==> config.mk <==
export PLATFORM = sky130hd
export DESIGN_NAME = mouse_motion_report_serializer
export DESIGN_NICKNAME = d
export VERILOG_FILES = /design/src/uart_byte_tx.v /design/src/mouse_motion_report_serializer.v
export VERILOG_INCLUDE_DIRS = /design/src
export SDC_FILE = /design/constraint.sdc
export NUM_CORES = 1
export LEC_CHECK = 0
export BUFFER_PORTS_ARGS = -buffer_cell sky130_fd_sc_hd__buf_2
export CORE_ASPECT_RATIO = 0.7
export CORE_MARGIN = 4
export CORE_UTILIZATION = 55
export DETAILED_ROUTE_END_ITERATION = 8
export GPL_TIMING_DRIVEN = 0
export PLACE_DENSITY = 0.7
export SLEW_MARGIN = 20
export SYNTH_ARGS = -nofsm -noshare
export SYNTH_HDL_FRONTEND = slang
export SYNTH_SLANG_ARGS = --single-unit
==> constraint.sdc <==
create_clock -name ref_clk -period 4.8 [get_ports ref_clk]
set_input_delay 0.48 -clock ref_clk [delete_from_list [all_inputs] [get_ports ref_clk]]
set_output_delay 0.48 -clock ref_clk [all_outputs]
set_load 0.02 [all_outputs]
==> src/mouse_report_defines.vh <==
// constants for the pointer motion report serializer
`ifndef MOUSE_REPORT_DEFINES_VH
`define MOUSE_REPORT_DEFINES_VH
`define CLK_HZ 100000000
`define BAUD_RATE 9600
`define BIT_CYCLES (`CLK_HZ / `BAUD_RATE)
`define BIT_CNT_W 14
// bit period counter must hold BIT_CYCLES - 1
`define SYNC_PATTERN 5'h10
`define DELTA_MAX 8'h7F
`define DELTA_MIN 8'h81
`define REPORT_BYTES 5
`endif

==> src/uart_byte_tx.v <==
// eight-n-one serial byte transmitter with ready/valid input
`timescale 1ns/1ns
`include "mouse_report_defines.vh"
module uart_byte_tx #(
	parameter BIT_CYC = `BIT_CYCLES
) (
	input wire ref_clk,
	input wire rst,
	input wire [7:0] tx_data,
	input wire tx_valid,
	output reg tx_ready,
	output reg tx_start,
	output reg serial_out
);
	localparam integer BIT_LAST_I = BIT_CYC - 1;
	localparam [`BIT_CNT_W-1:0] BIT_LAST = BIT_LAST_I[`BIT_CNT_W-1:0];
	reg [`BIT_CNT_W-1:0] baud_reg;
	reg [3:0] bit_idx_reg;
	reg [9:0] shift_reg;
	reg busy_reg;
	always @(posedge ref_clk or posedge rst) begin
		if (rst) begin
			baud_reg <= {`BIT_CNT_W{1'b0}};
			bit_idx_reg <= 4'h0;
			shift_reg <= 10'h3FF;
			busy_reg <= 1'b0;
			tx_ready <= 1'b0;
			tx_start <= 1'b0;
			serial_out <= 1'b1;
		end else begin
			tx_start <= 1'b0;
			if (!busy_reg) begin
				tx_ready <= 1'b1;
				if (tx_valid && tx_ready) begin
					// stop, data lsb first, start
					shift_reg <= {1'b1, tx_data, 1'b0};
					busy_reg <= 1'b1;
					tx_ready <= 1'b0;
					tx_start <= 1'b1;
					baud_reg <= {`BIT_CNT_W{1'b0}};
					bit_idx_reg <= 4'h0;
					serial_out <= 1'b0;
				end
			end else if (baud_reg == BIT_LAST) begin
				baud_reg <= {`BIT_CNT_W{1'b0}};
				if (bit_idx_reg == 4'h9) begin
					busy_reg <= 1'b0;
					serial_out <= 1'b1;
				end else begin
					bit_idx_reg <= bit_idx_reg + 4'h1;
					serial_out <= shift_reg[bit_idx_reg + 4'h1];
				end
			end else begin
				baud_reg <= baud_reg + {{(`BIT_CNT_W-1){1'b0}}, 1'b1};
			end
		end
	end
endmodule

==> src/mouse_motion_report_serializer.v <==
// pointer motion report builder: switches and motion into five-byte serial reports
// How it works
// - the line runs at 9600 baud, one start bit, eight data bits, one stop bit, no parity.
// - data bits go out bit 0 first, bit 7 last.
// - a report is sent only when switches or motion changed since the last report.
// - byte 1 has bit 7 set and bits 6 to 3 clear as a sync marker.
// - switch bits are active low, zero meaning pressed.
// - right switch in bit 0, middle in bit 1, left in bit 2.
// - byte 2 is X motion up to the start of byte 1.
// - motion bytes stay in -127..+127, never -128.
// - rightward motion gives positive X.
// - byte 3 is Y motion up to the start of byte 1, gathered since byte 5 of the last report started.
// - motion toward the cord gives positive Y.
// - byte 4 is X motion gathered since byte 1 started.
// - byte 5 is Y motion gathered since byte 4 started.
`timescale 1ns/1ns
`include "mouse_report_defines.vh"
module mouse_motion_report_serializer #(
	parameter BIT_CYC = `BIT_CYCLES
) (
	input wire ref_clk,
	input wire rst,
	input wire sw_left_pressed,
	input wire sw_middle_pressed,
	input wire sw_right_pressed,
	input wire x_step,
	input wire x_right,
	input wire y_step,
	input wire y_toward_cord,
	output reg serial_out,
	output reg report_busy
);
	localparam [5:0] ST_IDLE = 6'h01;
	localparam [5:0] ST_B1 = 6'h02;
	localparam [5:0] ST_B2 = 6'h04;
	localparam [5:0] ST_B3 = 6'h08;
	localparam [5:0] ST_B4 = 6'h10;
	localparam [5:0] ST_B5 = 6'h20;

	// saturating add of one step, clamped at +/-127
	function [7:0] sat_step;
		input [7:0] acc;
		input up;
		begin
			if (up)
				sat_step = (acc == `DELTA_MAX) ? acc : acc + 8'h01;
			else
				sat_step = (acc == `DELTA_MIN) ? acc : acc - 8'h01;
		end
	endfunction

	reg [5:0] state_reg;
	reg [7:0] x_acc_reg;
	reg [7:0] y_acc_reg;
	reg [2:0] sw_sent_reg;
	reg [7:0] x2_reg;
	reg [7:0] y3_reg;
	reg [2:0] sw_cap_reg;
	// two-entry buffer between builder and transmitter
	reg [7:0] buf_data_reg [0:1];
	reg buf_wr_reg;
	reg buf_rd_reg;
	reg [1:0] buf_cnt_reg;
	reg push;
	reg [7:0] push_data;

	wire [2:0] sw_now = {~sw_left_pressed, ~sw_middle_pressed, ~sw_right_pressed};
	wire [7:0] x_inc = x_step ? sat_step(x_acc_reg, x_right) : x_acc_reg;
	wire [7:0] y_inc = y_step ? sat_step(y_acc_reg, y_toward_cord) : y_acc_reg;
	wire changed = (sw_now != sw_sent_reg) || (x_acc_reg != 8'h00) || (y_acc_reg != 8'h00);
	wire buf_full = (buf_cnt_reg == 2'h2);
	wire buf_valid = (buf_cnt_reg != 2'h0);
	wire tx_ready;
	wire tx_line;
	wire pop = buf_valid && tx_ready;
	// empty buffer and waiting transmitter: a byte pushed now is written on the next edge and starts on the edge after
	wire tx_idle = !buf_valid && tx_ready;
	// a step in the capture cycle opens the new interval, so no count is lost
	wire [7:0] x_restart = x_step ? sat_step(8'h00, x_right) : 8'h00;
	wire [7:0] y_restart = y_step ? sat_step(8'h00, y_toward_cord) : 8'h00;

	always @* begin
		push = 1'b0;
		push_data = 8'h00;
		case (state_reg)
			ST_B1: begin
				push = tx_idle;
				push_data = {`SYNC_PATTERN, sw_cap_reg};
			end
			ST_B2: begin
				push = !buf_full;
				push_data = x2_reg;
			end
			ST_B3: begin
				push = !buf_full;
				push_data = y3_reg;
			end
			ST_B4: begin
				push = tx_idle;
				push_data = x_acc_reg;
			end
			ST_B5: begin
				push = tx_idle;
				push_data = y_acc_reg;
			end
			default: begin
				push = 1'b0;
			end
		endcase
	end

	always @(posedge ref_clk or posedge rst) begin
		if (rst) begin
			buf_data_reg[0] <= 8'h00;
			buf_data_reg[1] <= 8'h00;
			buf_wr_reg <= 1'b0;
			buf_rd_reg <= 1'b0;
			buf_cnt_reg <= 2'h0;
		end else begin
			if (push) begin
				buf_data_reg[buf_wr_reg] <= push_data;
				buf_wr_reg <= ~buf_wr_reg;
			end
			if (pop)
				buf_rd_reg <= ~buf_rd_reg;
			if (push && !pop)
				buf_cnt_reg <= buf_cnt_reg + 2'h1;
			else if (pop && !push)
				buf_cnt_reg <= buf_cnt_reg - 2'h1;
		end
	end

	// bytes 1, 4 and 5 are pushed only into an idle transmitter, so each capture sits one edge
	// before that byte's start bit; y motion between the byte 1 and byte 4 starts is dropped
	always @(posedge ref_clk or posedge rst) begin
		if (rst) begin
			state_reg <= ST_IDLE;
			x_acc_reg <= 8'h00;
			y_acc_reg <= 8'h00;
			sw_sent_reg <= 3'h7;
			sw_cap_reg <= 3'h7;
			x2_reg <= 8'h00;
			y3_reg <= 8'h00;
			report_busy <= 1'b0;
		end else begin
			x_acc_reg <= x_inc;
			y_acc_reg <= y_inc;
			case (state_reg)
				ST_IDLE: begin
					report_busy <= 1'b0;
					// waiting for an idle line keeps the five bytes of one report together
					if (changed && tx_idle) begin
						state_reg <= ST_B1;
						report_busy <= 1'b1;
						sw_cap_reg <= sw_now;
						sw_sent_reg <= sw_now;
					end
				end
				ST_B1: begin
					if (push) begin
						x2_reg <= x_acc_reg;
						y3_reg <= y_acc_reg;
						x_acc_reg <= x_restart;
						y_acc_reg <= y_restart;
						state_reg <= ST_B2;
					end
				end
				ST_B2: begin
					if (push) begin
						state_reg <= ST_B3;
					end
				end
				ST_B3: begin
					if (push) begin
						state_reg <= ST_B4;
					end
				end
				ST_B4: begin
					// the next edge opens the byte 5 interval, one edge before byte 4 starts
					if (push) begin
						x_acc_reg <= x_restart;
						y_acc_reg <= y_restart;
						state_reg <= ST_B5;
					end
				end
				ST_B5: begin
					if (push) begin
						y_acc_reg <= y_restart;
						report_busy <= 1'b0;
						state_reg <= ST_IDLE;
					end
				end
				default: begin
					state_reg <= ST_IDLE;
				end
			endcase
		end
	end

	uart_byte_tx #(
		.BIT_CYC(BIT_CYC)
	) tx_unit (
		.ref_clk(ref_clk),
		.rst(rst),
		.tx_data(buf_data_reg[buf_rd_reg]),
		.tx_valid(buf_valid),
		.tx_ready(tx_ready),
		.tx_start(),
		.serial_out(tx_line)
	);

	always @(posedge ref_clk or posedge rst) begin
		if (rst)
			serial_out <= 1'b1;
		else
			serial_out <= tx_line;
	end
endmodule

* Word level (Yosys, flattened, before mapping)
Cells that the tools add are included.
** Operators by class
- $add $sub $neg :: 8
- Magnitude comparators :: 4
- Equal/unequal tests :: 22
- Multiplexer cells :: 54
- Bitwise logic cells :: 8
- Reductions and logical operators :: 28
** Operators by type and width (number)
- 8-bit 2-to-1 mux :: 20
- 14-bit 2-to-1 mux :: 3
- 8-bit case mux with 5 select lines :: 1
- 6-bit 2-to-1 mux :: 6
- 6-bit case mux with 6 select lines :: 1
- 8-bit by 1-bit adder with 8-bit output (second input constant) :: 2
- 16-bit bitwise mux :: 1
- 8-bit by 7-bit equality test with 1-bit output (second input constant) :: 2
- 8-bit equality test (second input constant) :: 2
- 4-bit 2-to-1 mux :: 4
- 2-bit inequality test (second input constant) :: 8
- 8-bit nonzero test :: 2
- 8-bit by 1-bit subtractor with 8-bit output (second input constant) :: 2
- 14-bit by 1-bit adder with 14-bit output (second input constant) :: 1
- 14-bit equality test (second input constant) :: 1
- 1-bit 2-to-1 mux :: 12
- 2-bit AND reduction :: 5
- 8-bit demux with 1-bit select :: 1
- 2-bit nonzero test :: 4
- 6-bit by 1-bit equality test with 1-bit output (second input constant) :: 1
- 6-bit by 2-bit equality test with 1-bit output (second input constant) :: 1
- 6-bit by 3-bit equality test with 1-bit output (second input constant) :: 1
- 6-bit by 4-bit equality test with 1-bit output (second input constant) :: 1
- 6-bit by 5-bit equality test with 1-bit output (second input constant) :: 1
- other kinds (22) :: 41
** Word-level totals
- Register bits :: 93
- Output and inout port bits :: 2
- Logic and storage cells :: 143

* Longest topological paths before layout
- Word-level depth :: 8
- Gate-level depth with buffers :: 8
- Depth with buffers taken out :: 7

* Cells and area by module
A second synthesis with hierarchy kept.
** Second synthesis, totals
- Cells, all modules :: 590
- Area total of the unflattened synthesis :: 5604.1 sq um
** By module, submodules not included
- mouse_motion_report_serializer :: times used 1, cells each 420, area each 3942.5 sq um
- uart_byte_tx :: times used 1, cells each 170, area each 1661.6 sq um

* Worst setup path after synthesis
No wires, ideal clock.
- Kind :: reg-to-reg
- Start point :: register y_acc_reg[0]
- End point :: register state_reg[5]
- Arrival time :: 2.156 ns
- Data required time :: 4.672 ns
- Setup slack :: 2.517 ns
- Stages on the path, launching flop included :: 8
- Buffers on the path :: 0
- Clock period less this slack :: 2.283 ns
- Path through :: dfrtp_1 -> inv_1 -> ha_1 -> or3b_2 -> nor3_1 -> a31oi_1 -> a221oi_2 -> mux2_1
** Between the ends
- Word-level cells in the longest chain between the ends :: 5
** Ends and longest elaborated chain
- from (decl) :: line mouse_motion_report_serializer.v:54 : reg [7:0] y_acc_reg;
- from (signal assigned) :: line mouse_motion_report_serializer.v:147 : y_acc_reg <= y_inc;
- from (signal assigned) :: line mouse_motion_report_serializer.v:164 : y_acc_reg <= y_restart;
- from (signal assigned) :: line mouse_motion_report_serializer.v:182 : y_acc_reg <= y_restart;
- 8-bit nonzero test :: line mouse_motion_report_serializer.v:70 : wire changed = (sw_now != sw_sent_reg) || (x_acc_reg != 8'h00) || (y_acc_reg != 8'h00);
- 1-bit logical OR :: line mouse_motion_report_serializer.v:70
- 1-bit logical AND :: line mouse_motion_report_serializer.v:152 : if (changed && tx_idle) begin
- 2-bit inequality test (no source line)
- 6-bit AND reduction (no source line)
- to (signal assigned) :: line mouse_motion_report_serializer.v:153 : state_reg <= ST_B1;
- to (signal assigned) :: line mouse_motion_report_serializer.v:165 : state_reg <= ST_B2;
- to (signal assigned) :: line mouse_motion_report_serializer.v:170 : state_reg <= ST_B3;
- to (decl) :: line mouse_motion_report_serializer.v:52 : reg [5:0] state_reg;
Every way passes these cells.
A chain may end at the register's enable or synchronous reset.

* Worst setup path after layout
Same ends and word-level chain as after synthesis.

==> out/qor.csv <==
metric,value,unit
status,"finished, final reports clean",
grt_max_degree,84,
crit_slowest_cell,nor3_1,
die_y,92.03,microns
cts_buffers,9,
die-area,11780,sq um
rrSetupSlack,1.72,ns
cp.required,5.02,ns
yosys.area.top_type,dfrtp_1,
cp_cell_sequence,"inv_1, ha_1, or3b_2, nor3_1, a31oi_1, a221oi_2, mux2_1",
dp_hpwl,9.369,mm
ioPinCount,11,
tightest_slew,0.7383,ns
crit_end,state_reg[5],
ys_types,80,
largest_reg_flops,16,
cp.arrival,3.31,ns
setup_viol,0,
path_max_fanout,10,
grt_pass1_vias,4548,
pwr_density_cell,419.7,nW/um^2
portBuffers,9,
cpPeakStageDelay,0.53,ns
clock_latency,0.34,ns
rsz0062_at_grt,no,
route.detailed.drc,0,
clk_pin_slew,0.07,ns
fin_setup_tns,0,ns
avgSynthCellArea,9.549,sq um
ys_seq_area_frac,0.4229,
cts_root_buffer,clkbuf_16,
netlist_area,5548,sq um
rows,30,
vias,4688,
yosys-top-cells-count,"78 x dfrtp_1, 47 x nand2_1, 41 x o21ai_0",
routed_wl,13.05,mm
clock_sinks,93,
core,9759,sq um
period_needed,3.082,ns
cts_buffer_depth,2,
first_pass_iters,5,
final_nets,621,
synth_most_common_cell,dfrtp_1,
netlist_top_cells_area,"dfrtp_1 35%, dfstp_2 7.1%, o21ai_0 3.7%",
drt_iter0_drc,492,
area_delta_synth_final,9.562,%
hold_buffers,0,
cp-start-kind,register,
synth_top_area_share,0.3518,
async_flop_share,1.000,
grt_overflow,0,
slew_violations,0,
r2r-start,y_acc_reg[0],
die_w,128.0,microns
diodes,0,
hp-class,in -> async,
cp-startpoint,y_acc_reg[0],
postSynthNetCount,600,
p_leak,2.626,nW
worstSetupEndpointType,register,
clock_skew,0.009215,ns
antenna_found_initial,0,
finalHoldViolCount,0,
postLayoutCellArea,6078,sq um
post_cts_buffers,0,
grt_pass1_wl,22.45,mm
relSlewSlack,0.5060,
drive_gt1_frac,0.1367,
drv_cap,0,
rr_endpoint,state_reg[5],
timing.final.crit_share,0.6422,
place.gp.congestion,0.8759,
wire_per_inst,17.75,microns
cts_tree,yes,
yosys_register_bits,93,
peakVddDrop,0.2190,mV
synthCells,581,
grt_use_total,0.2356,
reg2reg_depth,7,
cts_resized,0,
ys_warn_count,0,
htreeDepth,3,
ys.flop_type,dfrtp_1,
place_area,5786,sq um
initial_core_util,0.5685,
crit_type,reg -> reg,
fmax,0.3244,GHz
via_per_inst,6.378,
synth_edf_count,0,
ant_nets,0,
[stage by stage]
| step | utilization | total power, W | instances | setup WS, ns | hold slack [ns] |
|---|---|---|---|---|---|
| 6_report | 0.6228 | 0.002551 | 735 | 1.718 | 0.04241 |
| 5_1_grt | 0.6228 | 0.002706 | 735 | 1.643 | 0.03870 |
| 4_1_cts | 0.6228 | 0.002555 | 735 | 1.819 | 0.03495 |
| 3_5_place_dp | 0.5928 | 0.001839 | 719 | 1.847 | 0.3669 |
| 3_3_place_gp | 0.5895 | 0.001806 | 718 | 0.8190 | 0.3642 |
| 2_1_floorplan | - | 0.001634 | 581 | 1.925 | 0.3591 |
[report_power, final]
part | switching, W | internal [W]
Clock | 0.000302 | 0.000406
Sequential | 0.000149 | 0.000924
Combinational | 0.000442 | 0.000328
Total | 0.000893 | 0.00166
[how the worst min path moves through the flow]
stage	start	cells past startpoint	endpoint	slack, ns
6_report	rst	2	y_acc_reg[6]	0.04
5_1_grt	rst	2	y_acc_reg[1]	0.04
4_1_cts	rst	2	y_acc_reg[1]	0.03
3_5_place_dp	tx_unit.serial_out	0	serial_out	0.37
3_3_place_gp	tx_unit.serial_out	0	serial_out	0.36
2_1_floorplan	tx_unit.serial_out	0	serial_out	0.36
[placed cells by master (no fill, tap or decap), drive strengths merged, types with 7 or more instances in the layout]
cell type,count
a21oi,25
a22o,9
a22oi,11
a31oi,12
and3,12
buf,21
clkbuf,45
dfrtp,78
dfstp,15
ha,10
inv,17
mux2,21
mux2i,14
nand2,47
nand2b,8
nand3,19
nor2,33
nor2b,7
nor3,12
nor4,10
o21ai,47
o31ai,7
xnor2,12
xor2,8
[critical path, delay by kind of cell (launching register included)]
family	cells	cell delay, ns
adders and majority gates	1	0.19
AOI/OAI and AO/OA	2	0.72
muxes	1	0.37
and+or+nand+nor	2	1.03
DFF	1	0.51
buffers and inverters	1	0.13
[per-layer routing]
| layer | part of all wire | vias to the layer above | global-route usage | wire length, microns |
|---|---|---|---|---|
| li1 | - | 2206 | - | - |
| met1 | 0.49 | 2296 | 0.3587 | 6370 |
| met4 | 0.011 | 0 | 0.05565 | 147 |
| met2 | 0.42 | 169 | 0.3336 | 5511 |
| met3 | 0.078 | 17 | 0.06228 | 1015 |
| met5 | 0 | - | 0 | 0 |
[area by class of cell]
| type | count | area (sq um) |
|---|---|---|
| Multi-Input combinational cell | 427 | 2945 |
| Inverter | 16 | 65.06 |
| Timing Repair Buffer | 10 | 72.57 |
| Tap cell | 128 | 160.2 |
| Clock inverter | 5 | 60.06 |
| Buffer | 45 | 196.4 |
| Fill cell | 825 | 3681 |
| Clock buffer | 11 | 232.7 |
| Sequential cell | 93 | 2346 |
[cells by family (layout without fill, tap and decap cells)]
| logic type | count (synthesis) | in the layout | share of synthesized area |
|---|---|---|---|
| compound gates | 172 | 172 | 0.2149 |
| xor+xnor | 20 | 20 | 0.03157 |
| fa+ha+maj | 10 | 10 | 0.02255 |
| buf+inv | 61 | 87 | 0.04623 |
| flops | 93 | 93 | 0.4229 |
| mux | 37 | 37 | 0.07600 |
| simple gates | 188 | 188 | 0.1858 |
No activity file was read; power rests on OpenSTA's default activity.
